## config.mk

```make
export PLATFORM = sky130hd
export DESIGN_NAME = or_and_move_constant_exec
export DESIGN_NICKNAME = d
export VERILOG_FILES = /design/src/rtl/orm_pkg.sv /design/src/rtl/or_and_move_constant_exec.sv
export SDC_FILE = /design/constraint.sdc
export NUM_CORES = 1
export LEC_CHECK = 0
export ABC_AREA = 1
export BUFFER_PORTS_ARGS = -buffer_cell sky130_fd_sc_hd__buf_2
export CAP_MARGIN = 5
export CORE_MARGIN = 2
export CORE_UTILIZATION = 39
export CTS_CLUSTER_DIAMETER = 80
export DETAILED_ROUTE_END_ITERATION = 10
export GPL_ROUTABILITY_DRIVEN = 0
export HOLD_SLACK_MARGIN = 0.05
export PLACE_DENSITY_LB_ADDON = 0.25
export SYNTH_ARGS = -nofsm -noshare
export SYNTH_HDL_FRONTEND = slang
export SYNTH_SLANG_ARGS = --single-unit
```

## constraint.sdc

```tcl
create_clock -name mclk -period 1.4 [get_ports mclk]
set_input_delay 0.21 -clock mclk [delete_from_list [all_inputs] [get_ports mclk]]
set_output_delay 0.21 -clock mclk [all_outputs]
set_load 0.005 [all_outputs]
```

## src/rtl/orm_pkg.sv

```systemverilog
// Constants and encodings for the OR / move-constant execute slice
// Notes on behaviour
// RULE1: Move-constant runs on logic, shift or data unit, writes in first execute stage.
// RULE2: Move-constant variants have zero delay slots; next instruction sees value.
// RULE3: OR gives bitwise inclusive OR of both sources as 32-bit result.
// RULE4: Short signed immediate first operand is sign-extended to 32 bits.
// RULE5: OR accepted on data, logic and shift units, register and immediate forms.
// RULE6: OR opfields: logic 1111111/1111110, shift 011011/011010, data 0001/0011.
// RULE7: OR is single cycle: read and write in first execute stage.
// RULE8: Move-constant sign-extends: 16-bit on shift unit, 5-bit on logic/data.
// RULE9: Low-half move-constant behaves exactly like plain move-constant.
// RULE10: False predicate makes the instruction a no-operation; destination kept.
package orm_pkg;

    // ****************************************************************
    // Instruction word fields
    // ****************************************************************
    localparam int CREG_HI = 31;
    localparam int CREG_LO = 29;
    localparam int ZBIT_POS = 28;
    localparam int DST_HI = 27;
    localparam int DST_LO = 23;
    localparam int SECOND_SOURCE_OPERAND_HI = 22;
    localparam int SECOND_SOURCE_OPERAND_LO = 18;
    localparam int FIRST_SOURCE_OPERAND_HI = 17;
    localparam int FIRST_SOURCE_OPERAND_LO = 13;
    localparam int XBIT_POS = 12;
    localparam int SIDE_POS = 1;
    localparam int CST16_HI = 22;
    localparam int CST16_LO = 7;
    localparam int SCST_HI = 22;
    localparam int SCST_LO = 18;

    // ****************************************************************
    // Unit tails and opfields
    // ****************************************************************
    localparam logic [4:0] S_MVK_TAIL = 5'h0A;
    localparam logic [10:0] L_MVK_TAIL = 11'h0D6;
    localparam logic [4:0] L_MVK_OP = 5'h05;
    localparam logic [4:0] D_MVK_TAIL = 5'h10;
    localparam logic [5:0] D_MVK_OP = 6'h00;
    localparam logic [2:0] L_TAIL = 3'h6;
    localparam logic [6:0] L_OR_REG = 7'h7F;
    localparam logic [6:0] L_OR_IMM = 7'h7E;
    localparam logic [3:0] S_TAIL = 4'h8;
    localparam logic [5:0] S_OR_REG = 6'h1B;
    localparam logic [5:0] S_OR_IMM = 6'h1A;
    localparam logic [3:0] D_TAIL = 4'hC;
    localparam logic [1:0] D_PREFIX = 2'h2;
    localparam logic [3:0] D_OR_REG = 4'h1;
    localparam logic [3:0] D_OR_IMM = 4'h3;

    localparam logic [31:0] RESET_WORD = 32'h0000_0000;

endpackage

```

## src/rtl/or_and_move_constant_exec.sv

```systemverilog
// Decode and first-execute-stage datapath for OR and move-constant
`timescale 1ns/1ps
module or_and_move_constant_exec
    import orm_pkg::*;
(
    input wire logic mclk,
    input wire logic srst,
    input wire logic issue,
    input wire logic [31:0] opcode,
    input wire logic pred_true,
    input wire logic [31:0] first_source_operand,
    input wire logic [31:0] second_source_operand,
    output logic [4:0] first_source_operand_idx,
    output logic [4:0] second_source_operand_idx,
    output logic second_source_operand_cross,
    output logic [31:0] wr_data,
    output logic [4:0] wr_idx,
    output logic wr_side,
    output logic wr_en,
    output logic recognised
);

    // ****************************************************************
    // Decode
    // ****************************************************************
    function automatic logic [31:0] sext5(input logic [4:0] v);
        sext5 = {{27{v[4]}}, v};
    endfunction

    wire logic mvk_s = opcode[6:2] == S_MVK_TAIL;
    // Fixed pattern in bits 12..2, unit opfield in the first source field
    wire logic mvk_l = opcode[12:2] == L_MVK_TAIL
        && opcode[FIRST_SOURCE_OPERAND_HI:FIRST_SOURCE_OPERAND_LO] == L_MVK_OP;
    wire logic mvk_d = opcode[6:2] == D_MVK_TAIL
        && opcode[12:7] == D_MVK_OP;
    wire logic or_l_reg = opcode[4:2] == L_TAIL
        && opcode[11:5] == L_OR_REG;
    wire logic or_l_imm = opcode[4:2] == L_TAIL
        && opcode[11:5] == L_OR_IMM;
    wire logic or_s_reg = opcode[5:2] == S_TAIL
        && opcode[11:6] == S_OR_REG;
    wire logic or_s_imm = opcode[5:2] == S_TAIL
        && opcode[11:6] == S_OR_IMM;
    wire logic d_ok = opcode[5:2] == D_TAIL && opcode[11:10] == D_PREFIX;
    wire logic or_d_reg = d_ok && opcode[9:6] == D_OR_REG;
    wire logic or_d_imm = d_ok && opcode[9:6] == D_OR_IMM;
    // [RULE5] [RULE6]
    wire logic is_or_reg = or_l_reg || or_s_reg || or_d_reg;
    wire logic is_or_imm = or_l_imm || or_s_imm || or_d_imm;
    wire logic is_mvk5 = mvk_l || mvk_d; // [RULE1]
    wire logic is_valid = is_or_reg || is_or_imm || is_mvk5 || mvk_s;
    wire logic [4:0] f1 = opcode[FIRST_SOURCE_OPERAND_HI:FIRST_SOURCE_OPERAND_LO];
    // [RULE4]
    wire logic [31:0] op1 = is_or_imm ? sext5(f1) : first_source_operand;
    // [RULE8] [RULE9]
    wire logic [31:0] cst16 = {{16{opcode[CST16_HI]}},
        opcode[CST16_HI:CST16_LO]};
    // Logic-unit form holds its constant in the second source field
    wire logic [4:0] cst5 = mvk_l ? opcode[SCST_HI:SCST_LO] : f1;
    wire logic [31:0] result = mvk_s ? cst16 : is_mvk5 ? sext5(cst5) :
        (op1 | second_source_operand); // [RULE3]

    assign first_source_operand_idx = f1;
    assign second_source_operand_idx = opcode[SECOND_SOURCE_OPERAND_HI:SECOND_SOURCE_OPERAND_LO];
    assign second_source_operand_cross = opcode[XBIT_POS] && (is_or_reg || is_or_imm);
    assign recognised = issue && is_valid;

    // ****************************************************************
    // First execute stage write-back
    // ****************************************************************
    always_ff @(posedge mclk) begin
        if (srst) begin
            wr_en <= 1'b0;
            wr_data <= RESET_WORD;
            wr_idx <= 5'h00;
            wr_side <= 1'b0;
        end else begin
            // [RULE7] [RULE2] [RULE10]
            wr_en <= issue && is_valid && pred_true;
            wr_data <= result;
            wr_idx <= opcode[DST_HI:DST_LO];
            wr_side <= opcode[SIDE_POS];
        end
    end
endmodule // or_and_move_constant_exec

```

-- After elaboration in Yosys (flattened, before gate mapping)
Cells that the tools add are included.
- reductions and logical operators: 21
- bitwise logic cells: 1
- mux-type cells: 4
- eq/ne operators: 14
- operator list (kind ; count):
    $mux 32 ; 3
    $or 32x32->32 ; 1
    $eq 7x7->1 const B ; 2
    $eq 6x5->1 const B ; 2
    $logic_and 1x1->1 ; 12
    $eq 11x8->1 const B ; 1
    $eq 4x4->1 const B ; 2
    $logic_or 1x1->1 ; 8
    $logic_not 6->1 ; 1
    $eq 5x3->1 const B ; 1
    $eq 5x4->1 const B ; 1
    $eq 5x5->1 const B ; 1
    $mux 5 ; 1
    $eq 4x1->1 const B ; 1
    $eq 4x2->1 const B ; 1
    $eq 3x3->1 const B ; 1
    $eq 2x2->1 const B ; 1
- output and inout port bits: 51
- bits of input ports: 100
- register bits: 39

-- Depth between registers and ports, before layout
Gate-level depths: netlist of run 1.
- depth after elaboration: 9
- gate-level depth with buffers: 12

-- Worst setup path after synthesis of run 1
OpenSTA, ideal clock, no wires.
- path type: input -> output
- from: in opcode[11]
- to: out recognised
- arrival: 1.178 ns
- stages on the path: 10
- buffers on the path: 1
- path slack: 0.012 ns
- path through: nor2_1 nand3_2 inv_1 nand3_1 nand2_2 nor2_1 buf_2 nand2_1 nand2_1 inv_1
- cells in the longest elaborated chain, start to end: 8
- elaborated cells between the ends (all ways): 25
- those cells by class: 6 x eq/ne; 19 x reduce/logical
- ends and longest elaborated chain (element ; RTL line ; text):
    from (decl) ; or_and_move_constant_exec.sv:9 ; input wire logic [31:0] opcode,
    $eq 7x7->1 (tied with other cells) ; or_and_move_constant_exec.sv:37 ; && opcode[11:5] == L_OR_REG;
    $logic_and 1x1->1 (on tied branches) ; - ;
    $logic_or 1x1->1 (tied with other cells) ; or_and_move_constant_exec.sv:48 ; wire logic is_or_reg = or_l_reg || or_s_reg || or_d_reg;
    $logic_or 1x1->1 (on tied branches) ; or_and_move_constant_exec.sv:48, or_and_move_constant_exec.sv:49 ;
    $logic_or 1x1->1 ; or_and_move_constant_exec.sv:51 ; wire logic is_valid = is_or_reg || is_or_imm || is_mvk5 || mvk_s;
    $logic_or 1x1->1 (*) (2 in a row) ; or_and_move_constant_exec.sv:51 ;
    $logic_and 1x1->1 (*) ; or_and_move_constant_exec.sv:66 ; assign recognised = issue && is_valid;
    to (decl) ; or_and_move_constant_exec.sv:20 ; output logic recognised
Every way passes the cells marked *; elsewhere a longest branch is shown, timed or not.

-- Worst setup path after layout of run 1
- from: in opcode[5]
- to: out recognised
- cells in the longest elaborated chain, start to end: 8
- elaborated cells between the ends (all ways): 25
- those cells by class: 7 x eq/ne; 18 x reduce/logical
- ends and longest elaborated chain (element ; RTL line):
    $eq 7x7->1 (tied with other cells) ; or_and_move_constant_exec.sv:37
    $logic_and 1x1->1 (on tied branches) ; -
    $logic_or 1x1->1 (tied with other cells) ; or_and_move_constant_exec.sv:48
    $logic_or 1x1->1 (on tied branches) ; or_and_move_constant_exec.sv:48, or_and_move_constant_exec.sv:49
    $logic_or 1x1->1 (2 in a row) ; or_and_move_constant_exec.sv:51
    $logic_or 1x1->1 (*) ; or_and_move_constant_exec.sv:51
    $logic_and 1x1->1 (*) ; or_and_move_constant_exec.sv:66
Marked as above.

==> impl_metrics.toml, run 1 <==
[clock_network]
cts.htree.levels = 2
numCtsBuffers = 5
root_buffer = "clkbuf_8"
clockBufferDepth = 2
cts_tree = "built"
path_clk_slew_ps = 80
cts_hold_buf = 0
clock-sinks = 39

[die]
io_pins = 151
core_area_mm2 = 0.00596
dieArea_mm2 = 0.00687
die_x_um = 82.9
core.rowCount = 28
initial_core_util = 0.408
chipHeight_um = 82.9

[global_route]
gr-total-overflow = 0
grt_max_degree = 29
grt_pass1_wl_um = 13200
grt_pass1_vias = 2878
track_usage = 0.230
antenna_found_initial = 0

[power_and_ir_drop]
max-vdd-ir-drop_mv = 0.454
switchingPower_uw = 740
leakagePower_uw = 0.00212
clock_power_share = 0.338
seqPwrFrac = 0.430
p_int_uw = 2060
powerDensity_mw_per_mm2 = 716
switching_share = 0.265
combPwrFrac = 0.232

[route]
drt-pass1-iter-count = 4
wl_per_cell_um = 14.2
routed_via_density = 5.01
ant_nets = 0
drt_drc_violations_left = 0
drt_iter0_drc = 83
via_count = 2993
drt-total-wl_um = 8460

[place]
dpl.hpwl_um = 6120
placed_area_mm2 = 0.00339
io_buffers = 145

[timing]
period_share = 1.08
max_freq_mhz = 659
rsz0062_at_grt = "true"
tightest_slew_ps = 269
drv_slew = 0
hold_viol = 0
fin_crit_ps = 1520
setup_viol = 2
fin_ws_ps = -117
relSlewSlack = 0.821
finalSetupTns_ps = -124

[critical_path]
cp_max_fo = 5
critPathKind = "in -> out"
worst_setup_path_end_kind = "output port"
worstPathArrival_ps = 1310
required_ps = 1190
crit_path_start_kind = "input pin"

[synthesis]
async_flop_share = 0
synth_nets = 443
ys_seq_elements = 39
synth_area_leaders = "dfxtp_1 (32%), nand4_1 (9.3%), nand3b_1 (9.0%)"
yosysTopAreaCell = "dfxtp_1"
syn_area_mm2 = 0.00243
synth.avg_cell_area_um2 = 7.08
netlist.area_leader.share = 0.322
yosys_most_used_dff = "dfxtp_1"
yosysWarnings = 0
synth_cell_type_count = 25
synth_edf_count = 0
yosysSeqAreaShare = 0.322
syn_inst = 343
ys_top_cells_by_count = "nand2_1 (55), nor2_1 (50), dfxtp_1 (39), nand4_1 (36), nand3b_1 (29)"
synth_most_common_cell = "nand2_1"

[outcome]
violations = "setup timing"
status = "complete, but fails checks"

[hold_path]
hold_class = "in -> reg"

[final_layout]
area_growth_pct = 60.9
post-route-cell-area_mm2 = 0.00391
fin_nets = 621
fill_cells = 524
drive_above_1_share = 0.548
antenna_cells = 0

[job]
drv_cap = 0
area by class of cell:
cell class	instances	area (um^2)	share of cell area
Sequential cell	39	781	0.200
Multi-Input combinational cell	241	1530	0.392
Clock inverter	3	43.8	0.0112
Inverter	32	128	0.0327
Tap cell	75	93.8	0.0240
Clock buffer	5	68.8	0.0176
Timing Repair Buffer	202	1260	0.322
repair_timing:
action,in CTS,in global routing
pin swaps,16,27
buffers inserted,10,6
gates resized for setup,33,43
setup endpoints to repair,2,33
worst max-delay path: stages:
cell and delay, ps:
buf_4 140, buf_6 120, nor3_4 180, nand4_1 170, nand2_2 160, nor2_4 50
nand2_2 80, nand2_2 60, inv_2 50, buf_6 80
sequential cells by signal, indices dropped and copies added (netlist names):
register,flops
wr_data,32
wr_en,1
wr_side,1
wr_idx,5
per-stage QoR:
step           instances  hold WS (ps)  setup slack (ps)  power (uW)   util
2_1_floorplan        343           317              12.5        1490      -
5_1_grt              597           127              -190        2940  0.656
6_report             597           125              -117        2800  0.656
4_1_cts              592           117             -35.6        2770  0.620
3_5_place_dp         574           417              -281        1800  0.569
3_3_place_gp         574           416              -237        1790  0.569
worst paths after layout:
path                   start         end  slack (ps)  cells past startpoint
setup / recovery   opcode[5]  recognised        -120                     10
hold / removal    opcode[23]   wr_idx[0]         120                      3
routing by layer:
layer  GRT usage  routed length [um]  share of wire  up-vias
li1            -                   -              -     1490
met1       0.275                3440           0.41     1355
met2       0.406                4200           0.50      134
met3      0.0616                 662          0.078       14
met4      0.0566                 157          0.019        0
met5           0                   0              0        -
cells in the final DEF, fill, tap and decap left out, types with 2 or more instances in the layout:
cell type,n
buf_12,3
nor2_1,39
a21oi_2,20
clkbuf_8,5
inv_1,20
nor3_4,2
dfxtp_1,39
nand4_1,36
buf_6,8
nand3_4,3
a21oi_1,14
nand3_1,7
nor3_1,2
buf_8,2
o21ai_0,3
nand2_2,10
inv_2,9
nand2_1,46
nand3_2,4
nor2_2,4
inv_4,3
nor2_4,13
buf_4,53
nand3b_1,29
nand2_4,5
buf_2,136
logic make-up after synthesis:
kind of cell / after synthesis / share of synthesized area
compound gates: 39 / 0.112
buf+inv: 63 / 0.127
flops: 39 / 0.322
simple gates: 202 / 0.439
power groups by stage:
stage | Sequential [uW] | Clock, uW | Combinational (uW)
finish | 1200 | 945 | 648
global route | 1210 | 1020 | 710
CTS | 1200 | 965 | 603
detailed placement | 1230 | 0 | 567
global placement | 1230 | 0 | 559
floorplan | 1240 | 0 | 246
(Power assumes the default switching activity.)
==> inputs of run 2 (changes only) <==
--- a/config.mk
+++ b/config.mk
@@ -9,11 +9,12 @@
 export BUFFER_PORTS_ARGS = -buffer_cell sky130_fd_sc_hd__buf_2
 export CAP_MARGIN = 5
 export CORE_MARGIN = 2
-export CORE_UTILIZATION = 39
+export CORE_UTILIZATION = 40
 export CTS_CLUSTER_DIAMETER = 80
 export DETAILED_ROUTE_END_ITERATION = 10
 export GPL_ROUTABILITY_DRIVEN = 0
 export HOLD_SLACK_MARGIN = 0.05
+export MAX_ROUTING_LAYER = met4
 export PLACE_DENSITY_LB_ADDON = 0.25
 export SYNTH_ARGS = -nofsm -noshare
 export SYNTH_HDL_FRONTEND = slang
==> constraint.sdc (replaced) <==
create_clock -name mclk -period 1.9 [get_ports mclk]
set_input_delay 0.285 -clock mclk [delete_from_list [all_inputs] [get_ports mclk]]
set_output_delay 0.285 -clock mclk [all_outputs]
set_load 0.005 [all_outputs]
==> run 2 against run 1 <==
Compared with the run above:
- non-clock buffer count shrank 47
- critical path type unchanged
- largest cell class unchanged
- via count shrank 8.5%
- the flow now finishes without violations
- final cell count shrank 7.9%
- flip-flop and latch count is the same
==> impl_metrics.toml, run 2 (synthesized netlist as in run 1, its figures left out) <==
[final_layout]
antenna_cells = 0
fin_util = 0.551
top_register = "wr_data"
fin_nets = 574
finalNonFillerCells = 550
top_regs = "wr_data x32, wr_idx x5"
drive_above_1_share = 0.438
final_cell_mix = "buf_2 (145), nand2_1 (55), nor2_1 (49)"
largest_reg_flops = 32
mostFrequentLayoutCell = "buf_2"
area_growth_pct = 33.5

[global_route]
grt_pass1_vias = 2393
grt_max_degree = 33
gr-total-overflow = 0
grtUsageMet1 = 0.276
grtUsageMet2 = 0.380
grt_util_met3 = 0.0396
track_usage = 0.224
busiest_layer = "met2"
antenna_found_initial = 0
grt_pass1_wl_um = 11200

[die]
chipHeight_um = 81.9
die_x_um = 81.9
core_area_mm2 = 0.00589
initial_core_util = 0.412
io_pins = 151
core.rowCount = 28
dieArea_mm2 = 0.00671

[timing]
hold_slack_ps = 199
rsz0062_at_grt = "false"
relSlewSlack = 0.594
drv_slew = 0
period_share = 0.933
max_freq_mhz = 564
finalSetupTns_ps = 0
tightest_slew_ps = 608
fin_crit_ps = 1770
hold_viol = 0
fin_ws_ps = 126
setup_viol = 0

[place]
io_buffers = 145
dp_cells = 542
post-place-ws_ps = 95.6
dpl.hpwl_um = 5690

[power_and_ir_drop]
switching_share = 0.262
powerDensity_mw_per_mm2 = 585
leakagePower_uw = 0.00182
p_int_uw = 1400
seqPwrFrac = 0.468
combPwrFrac = 0.202
switchingPower_uw = 497
max-vdd-ir-drop_mv = 0.398
clock_power_share = 0.330

[critical_path]
required_ps = 1620
critPathKind = "in -> out"
crit_path_start_kind = "input pin"
worst_setup_path_end_kind = "output port"
cp_max_fo = 6
worstPathArrival_ps = 1490
critical_path.startpoint = "opcode[2]"

[route]
ant_nets = 0
drt_iter0_drc = 55
via_count = 2738
routed_via_density = 4.98
drt-pass1-iter-count = 4
drt_drc_violations_left = 0
wl_per_cell_um = 13.6
drt-total-wl_um = 7510

[clock_network]
path_clk_slew_ps = 70
post_cts_buffers = 0
cts_hold_buf = 0
cts_resized = 0
cts.htree.levels = 2
cts_tree = "built"
numCtsBuffers = 5
root_buffer = "clkbuf_8"
clockBufferDepth = 2
clock-sinks = 39

[hold_path]
hold_class = "in -> reg"
min-delay-start = "opcode[25]"

[outcome]
status = "finished, final reports clean"

[job]
drv_cap = 0
[run 2: worst max-delay path: stages]
cell and delay, ps:
buf_2 110, nor2_2 240, inv_2 50, nor2_1 150, nand3_2 100, nand3_2 180, nor2_1 100, nand2_1 70
nand2_1 60, inv_1 50, buf_2 100
[run 2: through the flow]
step | instance area [um^2] | total power, uW
global placement | 3140 | 1280
finish | 3240 | 1890
CTS | 3240 | 1910
detailed placement | 3140 | 1290
global route | 3240 | 2000
floorplan | 2430 | 1100
[run 2: path summary, 6_finish.rpt]
kind / slack [ps] / cells past startpoint / end
max: 130 / 11 / recognised
min: 200 / 3 / wr_idx[2]
[run 2: cell type report]
type | instances | area (um^2)
multi-input combinational | 241 | 1340
inverter | 32 | 120
tap | 75 | 93.8
fill | 608 | 2650
sequential | 39 | 781
timing repair buffer | 155 | 801
clock inverter | 1 | 7.51
clock buffer | 7 | 96.3
[run 2: metal layers]
layer | vias up | wire (um)
met3 | 10 | 607
met4 | 0 | 90
met2 | 125 | 3610
met5 | - | 0
li1 | 1393 | -
met1 | 1210 | 3200
[run 2: power groups by stage]
stage / registers [uW] / logic, uW / clock network, uW
2_1_floorplan: 914 / 182 / 0
3_3_place_gp: 904 / 377 / 0
3_5_place_dp: 905 / 384 / 0
4_1_cts: 886 / 386 / 636
5_1_grt: 891 / 430 / 677
6_report: 886 / 383 / 626
